**src/hw/see_pkg.sv**
```systemverilog
// package of constants for the serial eeprom command engine
// Operation
// - after the first read word, keep shifting further words while select stays high
// - sequential read increments address and wraps from last location to zero
// - only the first read word is preceded by a zero dummy bit
// - select falling after a write starts a self-timed clear-and-store cycle
// - a started program or clear cycle completes with no serial clock
// - host may raise select during or after a cycle to see ready/busy
// - write clears the location itself before storing, no erase needed
// - select falling after erase starts a self-timed clear of that location
// - a cleared location reads back as all ones
// - power-up leaves the device write-disabled
// - write enable holds until reset or write-disable instruction
// - while disabled, write, erase, clear-all and fill-all leave the array unchanged
// - reads work whatever the write-enable latch holds
// - select falling after clear-all clears every location to ones
// - select falling after fill-all writes its data to every location
// - small variant: select falling outside that window programs nothing
// - select high after a cycle starts: output low while busy, high when ready
// - serial data in is sampled on the rising serial clock edge
// - instruction is start bit one, opcode, address, then data for writes
// - read outputs one zero dummy bit then the word msb first
package see_pkg;
  // ****************************************
  // timing
  // ****************************************
  localparam int CLK_HZ = 25_000_000;
  localparam int PROG_TIME_MS = 10;
  localparam int PROG_CYCLES = PROG_TIME_MS * (CLK_HZ / 1000);
  // ****************************************
  // geometry and instruction format
  // ****************************************
  localparam int ADDR_W = 6;
  localparam int DATA_W = 16;
  localparam int OPC_W = 2;
  localparam int DEPTH = 64;
  // ****************************************
  // opcodes (two bits after the start bit)
  // ****************************************
  localparam logic [1:0] OPC_EXT = 2'h0;
  localparam logic [1:0] OPC_WRITE = 2'h1;
  localparam logic [1:0] OPC_READ = 2'h2;
  localparam logic [1:0] OPC_ERASE = 2'h3;
  // extended sub-codes: top two address bits
  localparam logic [1:0] EXT_DISABLE = 2'h0;
  localparam logic [1:0] EXT_FILL_ALL = 2'h1;
  localparam logic [1:0] EXT_CLEAR_ALL = 2'h2;
  localparam logic [1:0] EXT_ENABLE = 2'h3;
  // ****************************************
  // reset values
  // ****************************************
  localparam logic WEN_RESET = 1'b0;
  localparam logic [15:0] ERASED_WORD = 16'hFFFF;
  // self-timed cycle kinds
  typedef enum logic [1:0] {SEE_JOB_WRITE, SEE_JOB_ERASE, SEE_JOB_FILL, SEE_JOB_CLEAR} see_job_e;
endpackage

```
**src/hw/see_buf2.sv**
```systemverilog
// two-entry valid/ready buffer
`timescale 1ns/1ps
module see_buf2 #(
  parameter int WIDTH = 16
) (
  // clock and reset
  input wire logic clk,
  input wire logic nrst,
  // fill side
  input wire logic in_valid,
  output logic in_ready,
  input wire logic [WIDTH-1:0] in_data,
  // drain side
  output logic out_valid,
  input wire logic out_ready,
  output logic [WIDTH-1:0] out_data
);
  initial begin
    if (WIDTH < 1) $error("see_buf2: WIDTH must be positive");
  end
  logic [WIDTH-1:0] slot [2];
  logic [1:0] count;
  logic rd_ptr;
  logic wr_ptr;
  logic push;
  logic pop;
  // full and empty follow the count directly
  assign in_ready = (count != 2'h2);
  assign out_valid = (count != 2'h0);
  assign out_data = slot[rd_ptr];
  assign push = in_valid && in_ready;
  assign pop = out_valid && out_ready;
  // storage
  always_ff @(posedge clk or negedge nrst) begin
    if (!nrst) begin
      slot[0] <= '0;
      slot[1] <= '0;
    end else if (push) begin
      slot[wr_ptr] <= in_data;
    end
  end
  // pointers and occupancy
  always_ff @(posedge clk or negedge nrst) begin
    if (!nrst) begin
      count <= 2'h0;
      rd_ptr <= 1'b0;
      wr_ptr <= 1'b0;
    end else begin
      if (push) wr_ptr <= ~wr_ptr;
      if (pop) rd_ptr <= ~rd_ptr;
      if (push && !pop) count <= count + 2'h1;
      else if (pop && !push) count <= count - 2'h1;
    end
  end
endmodule

```
**src/hw/see_array.sv**
```systemverilog
// word array with single-word and whole-array writes
`timescale 1ns/1ps
module see_array #(
  parameter int AW = 6,
  parameter int DW = 16
) (
  // clock and reset
  input wire logic clk,
  input wire logic nrst,
  // write port
  input wire logic wr_one,
  input wire logic wr_all,
  input wire logic [AW-1:0] wr_addr,
  input wire logic [DW-1:0] wr_data,
  // read port
  input wire logic [AW-1:0] rd_addr,
  output logic [DW-1:0] rd_data
);
  initial begin
    if (AW < 1 || DW < 1) $error("see_array: bad geometry");
  end
  logic [DW-1:0] mem [2**AW];
  assign rd_data = mem[rd_addr];
  // erased state is all ones, so reset fills ones
  always_ff @(posedge clk or negedge nrst) begin
    if (!nrst) begin
      for (int i = 0; i < 2**AW; i++) mem[i] <= '1;
    end else begin
      for (int i = 0; i < 2**AW; i++) begin
        if (wr_all || (wr_one && wr_addr == AW'(i))) mem[i] <= wr_data;
      end
    end
  end
endmodule

```
**src/hw/see_engine.sv**
```systemverilog
// command engine of the serial eeprom
`timescale 1ns/1ps
module see_engine #(
  parameter int PROG_CYCLES = see_pkg::PROG_CYCLES,
  parameter bit SMALL_VARIANT = 1'b1
) (
  // clock and reset
  input wire logic CLK,
  input wire logic NRST,
  // serial link, sampled synchronously
  input wire logic CHIP_SELECT,
  input wire logic SERIAL_CLOCK,
  input wire logic SERIAL_DATA_IN,
  // serial data out with its enable
  output logic SERIAL_DATA_OUT,
  output logic SERIAL_DATA_OE,
  // status
  output logic WRITE_ENABLED,
  output logic BUSY
);
  // ****************************************
  // overview
  // ****************************************
  // the link pins are plain levels sampled on the system clock, so a serial
  // clock rise is seen as a low sample followed by a high one; the host must
  // hold every serial level for at least one system clock or a rise is lost
  //
  // a frame is a start bit, a two-bit opcode, the address, and for write and
  // fill-all a data word; a frame other than a read is only acted on when select
  // falls, which is what starts the self-timed cycle
  //
  // the self-timed cycle counts system clocks, not serial clocks, so the host
  // may stop the link clock entirely while it waits
  //
  // reads prefetch words into a two-entry buffer so that the shifter always
  // has the next word ready at the word boundary; a running cycle may still commit
  // to the array during a read, so a prefetched word can go stale
  //
  // limitation: only the sixteen-bit organisation is built; the width select
  // pin of the real part is not modelled
  //
  // trade-off: the commit to the array happens in one clock at the end of the
  // cycle, which keeps the array simple; a reset in mid-cycle fills every
  // location with ones, as any reset does, so nothing is left half cleared
  //
  // ****************************************
  // derived sizes
  // ****************************************
  localparam int AW = see_pkg::ADDR_W;
  localparam int DW = see_pkg::DATA_W;
  localparam int CMD_W = 1 + see_pkg::OPC_W + AW;
  initial begin
    if (PROG_CYCLES < 1) $error("see_engine: PROG_CYCLES must be at least one");
  end
  // ****************************************
  // link edge detection
  // ****************************************
  typedef enum logic [2:0] {SEE_HUNT, SEE_CMD, SEE_DATA, SEE_ARMED, SEE_READ, SEE_IGNORE}
    see_state_e;
  see_state_e state;
  logic cs_q;
  logic sk_q;
  logic sk_rise;
  logic sk_fall;
  logic cs_rise;
  logic cs_fall;
  logic [CMD_W-1:0] cmd;
  logic [4:0] bitcnt;
  logic [DW-1:0] data_sr;
  logic [AW-1:0] addr;
  logic [1:0] opc;
  logic prog_run;
  logic [$clog2(PROG_CYCLES+1)-1:0] prog_cnt;
  see_pkg::see_job_e job;
  logic [AW-1:0] job_addr;
  logic [DW-1:0] job_data;
  logic window_open;
  logic wen;
  logic [DW-1:0] rd_word;
  logic [DW-1:0] out_sr;
  logic [4:0] out_cnt;
  logic dummy_sent;
  logic word_ready;
  logic buf_in_ready;
  logic buf_out_valid;
  logic [DW-1:0] buf_out_data;
  logic buf_pop;
  logic buf_push;
  logic start_job;
  logic do_one;
  logic do_all;
  logic [DW-1:0] wr_val;
  // read address and prefetch request, declared here as the array reads them
  logic [AW-1:0] rd_addr_q;
  logic fetch_pending;
  // previous link levels
  // select and serial clock both reset low, their idle levels, so no false
  // edge is seen straight after reset
  always_ff @(posedge CLK or negedge NRST) begin
    if (!NRST) begin
      cs_q <= 1'b0;
      sk_q <= 1'b0;
    end else begin
      cs_q <= CHIP_SELECT;
      sk_q <= SERIAL_CLOCK;
    end
  end
  assign sk_rise = CHIP_SELECT && SERIAL_CLOCK && !sk_q;
  assign sk_fall = CHIP_SELECT && !SERIAL_CLOCK && sk_q;
  assign cs_rise = CHIP_SELECT && !cs_q;
  assign cs_fall = !CHIP_SELECT && cs_q;
  assign opc = cmd[AW +: 2];
  assign addr = cmd[AW-1:0];
  // ****************************************
  // instruction decoder
  // ****************************************
  // bits shift on rising serial clock only
  // a low select wins over everything, so a cut frame always returns to hunt
  // bitcnt counts the start bit too, so the opcode decode sees the last
  // address bit on the wire rather than in cmd
  always_ff @(posedge CLK or negedge NRST) begin
    if (!NRST) begin
      state <= SEE_HUNT;
      cmd <= '0;
      bitcnt <= 5'h0;
      data_sr <= '0;
      window_open <= 1'b0;
    end else if (!CHIP_SELECT) begin
      state <= SEE_HUNT; // deselect ends any frame
      bitcnt <= 5'h0;
      window_open <= 1'b0;
    end else if (cs_rise) begin
      state <= SEE_HUNT;
      bitcnt <= 5'h0;
    end else if (sk_rise) begin
      unique case (state)
        SEE_HUNT: begin
          if (SERIAL_DATA_IN) begin
            state <= SEE_CMD; // leading one is the start bit
            cmd <= {{(CMD_W-1){1'b0}}, 1'b1};
            bitcnt <= 5'h1;
          end
        end
        SEE_CMD: begin
          cmd <= {cmd[CMD_W-2:0], SERIAL_DATA_IN};
          bitcnt <= bitcnt + 5'h1;
          if (bitcnt == 5'(CMD_W - 1)) begin
            bitcnt <= 5'h0;
            unique case (cmd[AW-1 +: 2])
              see_pkg::OPC_READ: state <= SEE_READ;
              see_pkg::OPC_WRITE: state <= SEE_DATA;
              see_pkg::OPC_ERASE: begin
                state <= SEE_ARMED;
                window_open <= 1'b1;
              end
              see_pkg::OPC_EXT: begin
                if (cmd[AW-2 -: 2] == see_pkg::EXT_FILL_ALL) state <= SEE_DATA;
                else begin
                  state <= SEE_ARMED;
                  window_open <= 1'b1;
                end
              end
            endcase
          end
        end
        SEE_DATA: begin
          data_sr <= {data_sr[DW-2:0], SERIAL_DATA_IN};
          bitcnt <= bitcnt + 5'h1;
          if (bitcnt == 5'(DW - 1)) begin
            state <= SEE_ARMED;
            window_open <= 1'b1;
          end
        end
        SEE_ARMED: begin
          // a further rising edge closes the small part's window
          window_open <= 1'b0;
          state <= SEE_IGNORE;
        end
        SEE_READ, SEE_IGNORE: begin
        end
      endcase
    end
  end
  // ****************************************
  // write-enable latch
  // ****************************************
  // cleared only by reset or the disable instruction
  always_ff @(posedge CLK or negedge NRST) begin
    if (!NRST) begin
      wen <= see_pkg::WEN_RESET;
    end else if (cs_fall && !prog_run && (state == SEE_ARMED || state == SEE_IGNORE)
                 && opc == see_pkg::OPC_EXT) begin
      // instructions other than reads are ignored while a cycle runs, the latch included
      if (addr[AW-1 -: 2] == see_pkg::EXT_ENABLE) wen <= 1'b1;
      else if (addr[AW-1 -: 2] == see_pkg::EXT_DISABLE) wen <= 1'b0;
    end
  end
  // ****************************************
  // self-timed program cycle
  // ****************************************
  // launched by select falling, gated by the latch and, in the small variant only, the window
  assign start_job = cs_fall && wen && !prog_run
    && (state == SEE_ARMED || (!SMALL_VARIANT && state == SEE_IGNORE))
    && (window_open || !SMALL_VARIANT)
    && !(opc == see_pkg::OPC_EXT
         && (addr[AW-1 -: 2] == see_pkg::EXT_ENABLE || addr[AW-1 -: 2] == see_pkg::EXT_DISABLE));
  // counts on the system clock, needs no serial clock
  // the count is loaded with one less than the length because the clock that
  // reaches zero is itself the commit clock
  always_ff @(posedge CLK or negedge NRST) begin
    if (!NRST) begin
      prog_run <= 1'b0;
      prog_cnt <= '0;
      job <= see_pkg::SEE_JOB_WRITE;
      job_addr <= '0;
      job_data <= '0;
    end else if (start_job) begin
      prog_run <= 1'b1;
      prog_cnt <= ($clog2(PROG_CYCLES+1))'(PROG_CYCLES - 1);
      job_addr <= addr;
      job_data <= data_sr;
      unique case (opc)
        see_pkg::OPC_WRITE: job <= see_pkg::SEE_JOB_WRITE;
        see_pkg::OPC_ERASE: job <= see_pkg::SEE_JOB_ERASE;
        default: begin
          if (addr[AW-1 -: 2] == see_pkg::EXT_FILL_ALL) job <= see_pkg::SEE_JOB_FILL;
          else job <= see_pkg::SEE_JOB_CLEAR;
        end
      endcase
    end else if (prog_run) begin
      if (prog_cnt == '0) prog_run <= 1'b0;
      else prog_cnt <= prog_cnt - 1'b1;
    end
  end
  // commit at the end of the cycle; a write overwrites the whole word, so no erase first
  assign do_one = prog_run && prog_cnt == '0
    && (job == see_pkg::SEE_JOB_WRITE || job == see_pkg::SEE_JOB_ERASE);
  assign do_all = prog_run && prog_cnt == '0
    && (job == see_pkg::SEE_JOB_FILL || job == see_pkg::SEE_JOB_CLEAR);
  // erased words read as ones
  assign wr_val = (job == see_pkg::SEE_JOB_ERASE || job == see_pkg::SEE_JOB_CLEAR)
    ? see_pkg::ERASED_WORD : job_data;
  see_array #(
    .AW(AW),
    .DW(DW)
  ) u_array (
    .clk(CLK),
    .nrst(NRST),
    .wr_one(do_one),
    .wr_all(do_all),
    .wr_addr(job_addr),
    .wr_data(wr_val),
    .rd_addr(rd_addr_q),
    .rd_data(rd_word)
  );
  // ****************************************
  // sequential read path
  // ****************************************
  // fetch words into the buffer; address wraps naturally past the top
  // the first address is taken from the wire on the last command bit so
  // the first word is fetched while the dummy bit is being shown
  assign buf_push = fetch_pending;
  always_ff @(posedge CLK or negedge NRST) begin
    if (!NRST) begin
      rd_addr_q <= '0;
      fetch_pending <= 1'b0;
    end else if (state == SEE_CMD && sk_rise && bitcnt == 5'(CMD_W - 1)
                 && cmd[AW-1 +: 2] == see_pkg::OPC_READ) begin
      rd_addr_q <= {cmd[AW-2:0], SERIAL_DATA_IN};
      fetch_pending <= 1'b1;
    end else if (state != SEE_READ) begin
      fetch_pending <= 1'b0;
    end else if (fetch_pending && buf_in_ready) begin
      rd_addr_q <= rd_addr_q + 1'b1;
    end
  end
  // buffer keeps the next word ready while the shifter drains the current one
  see_buf2 #(
    .WIDTH(DW)
  ) u_buf (
    .clk(CLK),
    .nrst(NRST),
    .in_valid(buf_push && state == SEE_READ),
    .in_ready(buf_in_ready),
    .in_data(rd_word),
    .out_valid(buf_out_valid),
    .out_ready(buf_pop || state != SEE_READ),
    .out_data(buf_out_data)
  );
  // ****************************************
  // output shifter and ready/busy
  // ****************************************
  // the buffer refills within two clocks of a pop, far inside one serial bit
  assign word_ready = buf_out_valid;
  assign buf_pop = state == SEE_READ && sk_rise && dummy_sent && out_cnt == 5'h0 && word_ready;
  always_ff @(posedge CLK or negedge NRST) begin
    if (!NRST) begin
      SERIAL_DATA_OUT <= 1'b0;
      SERIAL_DATA_OE <= 1'b0;
      out_sr <= '0;
      out_cnt <= 5'h0;
      dummy_sent <= 1'b0;
    end else if (!CHIP_SELECT) begin
      SERIAL_DATA_OE <= 1'b0;
      dummy_sent <= 1'b0;
      out_cnt <= 5'h0;
    end else if (state == SEE_READ) begin
      if (!dummy_sent) begin
        SERIAL_DATA_OE <= 1'b1;
        SERIAL_DATA_OUT <= 1'b0; // single zero dummy bit
        dummy_sent <= 1'b1;
      end else if (sk_rise) begin
        if (out_cnt == 5'h0) begin
          SERIAL_DATA_OUT <= buf_out_data[DW-1]; // msb first
          out_sr <= {buf_out_data[DW-2:0], 1'b0};
          out_cnt <= 5'(DW - 1); // next word follows with no dummy
        end else begin
          SERIAL_DATA_OUT <= out_sr[DW-1];
          out_sr <= {out_sr[DW-2:0], 1'b0};
          out_cnt <= out_cnt - 5'h1;
        end
      end
    end else if (state == SEE_HUNT && bitcnt == 5'h0 && !SERIAL_DATA_IN && sk_fall == 1'b0
                 && !cs_rise) begin
      // polling: low while busy, high when ready
      SERIAL_DATA_OE <= 1'b1;
      SERIAL_DATA_OUT <= !prog_run;
    end else if (sk_fall) begin
      SERIAL_DATA_OE <= 1'b0; // a one shifted in releases the pin
    end
  end
  // status pins from flip-flops
  // both lag their internal state by one clock so that every top-level
  // output comes straight from a register
  always_ff @(posedge CLK or negedge NRST) begin
    if (!NRST) begin
      WRITE_ENABLED <= 1'b0;
      BUSY <= 1'b0;
    end else begin
      WRITE_ENABLED <= wen;
      BUSY <= prog_run;
    end
  end
endmodule

```
**config.mk**
```make
export PLATFORM = sky130hd
export DESIGN_NAME = see_engine
export DESIGN_NICKNAME = d
export VERILOG_FILES = /design/src/hw/see_pkg.sv /design/src/hw/see_buf2.sv /design/src/hw/see_array.sv /design/src/hw/see_engine.sv
export SDC_FILE = /design/constraint.sdc
export NUM_CORES = 2
export LEC_CHECK = 0
export ABC_AREA = 1
export BUFFER_PORTS_ARGS = -buffer_cell sky130_fd_sc_hd__buf_4
export CAP_MARGIN = 25
export CELL_PAD_IN_SITES_DETAIL_PLACEMENT = 2
export CELL_PAD_IN_SITES_GLOBAL_PLACEMENT = 2
export CORE_UTILIZATION = 39
export CTS_CLUSTER_SIZE = 20
export DETAILED_ROUTE_END_ITERATION = 7
export MAX_ROUTING_LAYER = met4
export PLACE_DENSITY = 0.81
export SYNTH_ARGS = -nofsm -noshare
export SYNTH_HDL_FRONTEND = slang
export SYNTH_SLANG_ARGS = --single-unit
```
**constraint.sdc**
```tcl
create_clock -name CLK -period 2.5 [get_ports CLK]
set_input_delay 0.5 -clock CLK [delete_from_list [all_inputs] [get_ports CLK]]
set_output_delay 0.5 -clock CLK [all_outputs]
set_load 0.1 [all_outputs]
```
==> flow_metrics.py <==
metrics = {
    "route": {
        "detailroute.via_count": 57272,
        "drtPass1Iterations": 6,
        "total_detailed_routing_wirelength_um": 299000,
        "routed_wire_length_per_instance_um": 31.9,
        "routed_via_density": 6.12,
        "drt_iter0_markers": 5092,
        "route.detailed.drc": 0,
        "antenna_violating_nets_post_route": 0,
    },
    "finish": {
        "layout-drive-gt1-share_pct": 25.4,
        "final_nets": 7335,
        "count_of_placed_standard_cells_in_the_final_layout_fillers_left_out": 9355,
        "layout.filler_cells": 15711,
        "area_growth_pct": 19.3,
    },
    "synthesis": {
        "syn-num-nets": 7341,
        "synth-seq-area-share_pct": 53.6,
        "portion_of_netlist_area_occupied_by_mux_cells_pct": 0.0351,
        "synthesis.area_um2": 57100,
        "synthXorXnorAreaFrac_pct": 0.184,
        "synth_compound_gate_area_share_pct": 13.3,
        "cell_count_after_synthesis": 7323,
        "synth-warning-count": 0,
        "dominant_combinational_cell_family_by_area_after_synthesis": "simple AND/OR/NAND/NOR gates",
        "synth_cell_types": 45,
        "synth_simple_gate_area_share_pct": 25.0,
        "syn_area_per_cell_um2": 7.80,
        "synth-adder-area-share_pct": 0.285,
        "flip_flop_and_latch_count_after_synthesis": 1171,
    },
    "timing": {
        "rsz0062_at_grt": "true",
        "setup_violations": 64,
        "final.min_clock_period_ns": 2.72,
        "worst_case_setup_margin_in_the_final_layout_ns": -0.224,
        "worst_pin_slew_ns": 0.815,
        "slew_violations": 0,
        "timing.slew.headroom_pct": 45.3,
        "final_hold_viol_count": 0,
        "post-route-period-util_pct": 109,
        "fin_worst_skew_ns": 0.0370,
        "achievable-frequency_mhz": 367,
    },
    "cts": {
        "worst_setup_hold_path_clk_slew_ns": 0.06,
        "tritoncts": "yes",
        "cts_max_path_buffers": 3,
        "clk_tree_root_cell": "sky130_fd_sc_hd__clkbuf_16",
        "clkSinkCount": 1171,
        "cts_htree_levels": 4,
        "cts_made_buffers": 139,
        "clk-insertion-delay-late_ns": 0.83,
    },
    "floorplanning": {
        "fp.dieW_um": 385,
        "dieArea_um2": 148000,
        "placeableCoreArea_um2": 145000,
        "effective_utilization_at_floorplan_pct": 39.3,
        "die_height_um": 385,
        "floorplan.rows": 140,
        "floorplan.io_pins": 9,
    },
    "global_routing": {
        "global_route.overflow_total": 0,
        "globalRouteTotalUtil_pct": 34.3,
        "grt_start_max_net_pins": 70,
        "first_global_vias": 59852,
        "grt_pass1_wl_um": 375000,
        "antenna_found_initial": 11,
    },
    "flow_run": {
        "cap_viol_max_count": 0,
    },
    "hold_path": {
        "min_delay_worst_endpoint": "sk_q",
        "min_path_type": "input pin to flip-flop",
        "hold_path.startpoint": "SERIAL_CLOCK",
        "holdPathStages": 2,
    },
    "placed_design": {
        "dpl.hpwl_um": 145000,
        "dp_slack_ns": -0.151,
        "numPlacedInstances": 9051,
        "routabilityCongestion": 0.887,
        "io_port_bufs": 8,
    },
    "critical_path": {
        "cp-end-kind": "flip-flop",
        "register_to_register_setup_slack_ns": -0.22,
        "cp.arrival_ns": 3.39,
        "cp.required_ns": 3.16,
        "worst_setup_path_start_kind": "flip-flop",
        "crit_fanout": 32,
        "critPathKind": "flip-flop to flip-flop",
        "ff2ff_path_depth": 8,
        "regToRegEndpoint": "u_array.mem[272]",
        "timing.rr.start": "prog_cnt[0]",
    },
    "status": {
        "violations": "setup timing",
        "outcome": "complete, but fails checks",
    },
    "power_and_ir_drop": {
        "p_leak_nw": 26.3,
        "power.density_nw_per_um2": 616,
        "vdd_drop_max_mv": 0.701,
    },
}
how the worst max path moves through the flow:
stage,from,end,slack [ns],cells past startpoint
5_1_grt,prog_cnt[0],u_array.mem[272],-0.30,8
2_1_floorplan,CHIP_SELECT,u_buf.count[1],0.42,8
3_5_place_dp,rd_addr_q[0],u_buf.slot[8],-0.15,13
6_report,prog_cnt[0],u_array.mem[272],-0.22,8
3_3_place_gp,rd_addr_q[0],u_buf.slot[8],-0.1,13
4_1_cts,rd_addr_q[0],u_buf.slot[8],-0.02,13
sequential cells by signal, summed over array words and instances, names as in the netlist, 2 cells and up:
register / count
u_array.mem: 1024
u_buf.slot: 32
prog_cnt: 18
data_sr: 16
job_data: 16
out_sr: 15
cmd: 8
job_addr: 6
rd_addr_q: 6
bitcnt: 5
out_cnt: 5
state: 3
job: 2
u_buf.count: 2
critical path: stages, from the launching register on:
cell and delay (ns):
sky130_fd_sc_hd__dfrtp_1 0.37, sky130_fd_sc_hd__inv_1 0.15, sky130_fd_sc_hd__ha_1 0.24, sky130_fd_sc_hd__nand3_1 0.23, sky130_fd_sc_hd__nor4_1 0.49, sky130_fd_sc_hd__buf_4 0.28, sky130_fd_sc_hd__nand2_1 0.07, sky130_fd_sc_hd__buf_4 0.25
sky130_fd_sc_hd__o21ai_0 0.48
layout by cell type, fill, tap and decap left out, drive strengths merged, types with 4 or more instances in the layout:
cell	n
nand2	2585
o21ai	1350
dfstp	1024
nor2	517
inv	506
nand3	473
buf	383
clkbuf	220
dfrtp	147
a21oi	81
clkinv	36
or2	18
ha	13
xor2	10
diode	9
nor3	9
bufinv	9
o22ai	6
nand4	5
o221ai	4
dlygate4sd3	4
o211ai	4
cells in the mapped netlist, drive strengths merged:
library cell,instances,area share (%)
a31oi,1,0.011
ha,13,0.28
o211ai,4,0.061
nand2,2585,17
a31o,1,0.015
clkbuf,255,1.7
dfrtp,147,6.4
xor2,10,0.15
o32ai,1,0.015
nor3,9,0.079
nand3b,3,0.039
and3,1,0.011
nor3b,2,0.026
o311ai,1,0.015
clkinv,4,0.026
o31ai,2,0.026
o2111ai,1,0.015
nand4,5,0.055
o221ai,4,0.061
o211a,1,0.018
or2,18,0.20
inv,502,3.3
mux2i,2,0.035
nor4,2,0.022
nor2,517,3.4
xnor2,2,0.031
o22ai,6,0.066
a21boi,1,0.013
dfstp,1024,47
o21a,2,0.053
buf,293,2.6
a21oi,81,0.72
nand3,473,4.2
o21ai,1350,12
what timing repair did:
action / in CTS / in global routing
endpoints found under the setup margin: 19 / 337
hold buffers: 4 / 0
resized for setup: 43 / 158
endpoints found under the hold margin: 26 / 0
pin swaps: 2 / 48
cloned: 6 / 11
setup buffers: 2 / 22
metrics by stage:
step | instance area, um2 | hold WS, ns | utilization [%] | setup TNS, ns | total power, mW
after floorplan | 57100 | 0.204 | - | 0 | 19.5
after global placement | 61900 | 0.458 | 42.6 | -0.275 | 20.1
final | 68100 | 0.377 | 46.9 | -5.62 | 42.0
after CTS | 67000 | 0.314 | 46.1 | -0.0546 | 41.5
after detailed placement | 61900 | 0.465 | 42.6 | -0.570 | 20.2
after global routing | 68100 | 0.356 | 46.9 | -15.78 | 42.7
power by group:
part           switching (mW)  total (mW)  internal, mW  leakage [nW]
clock                    9.64        22.0          12.4          2.31
sequential             0.0495        19.1          19.1          12.5
combinational           0.650       0.815         0.165          11.5
routing by layer:
metal  routed length, um  share of wire, %  global-route usage (%)
met1              113000                38                    41.6
met3               20500               6.8                    5.27
met4               22100               7.4                    16.4
met2              143000                48                    55.7
met5                   0                 0                       -
cell families (layout without fill, tap and decap cells):
| group | count (synthesis) | count (layout) |
|---|---|---|
| other | 0 | 9 |
| AO/OA/AOI/OAI | 1456 | 1456 |
| buffers and inverters | 1054 | 1160 |
| AND/OR/NAND/NOR | 3615 | 3615 |
| flip-flops | 1171 | 1171 |
| XOR/XNOR | 12 | 12 |
| adder cells (fa/ha/maj) | 13 | 13 |
| multiplexers | 2 | 2 |
layout make-up:
type / count / area [um2] / share of cell area (%)
repair buffers: 400 / 5580 / 8.19
inverters: 506 / 1930 / 2.84
clock buffers: 209 / 4110 / 6.04
multi-input cells: 5098 / 22900 / 33.6
flip-flops and latches: 1171 / 30600 / 44.9
repair inverters: 1 / 16.3 / 0.0239
diodes: 9 / 22.5 / 0.0331
clock inverters: 44 / 568 / 0.834
well taps: 1917 / 2400 / 3.52
Note: power is estimated with default switching activity, not from simulation.
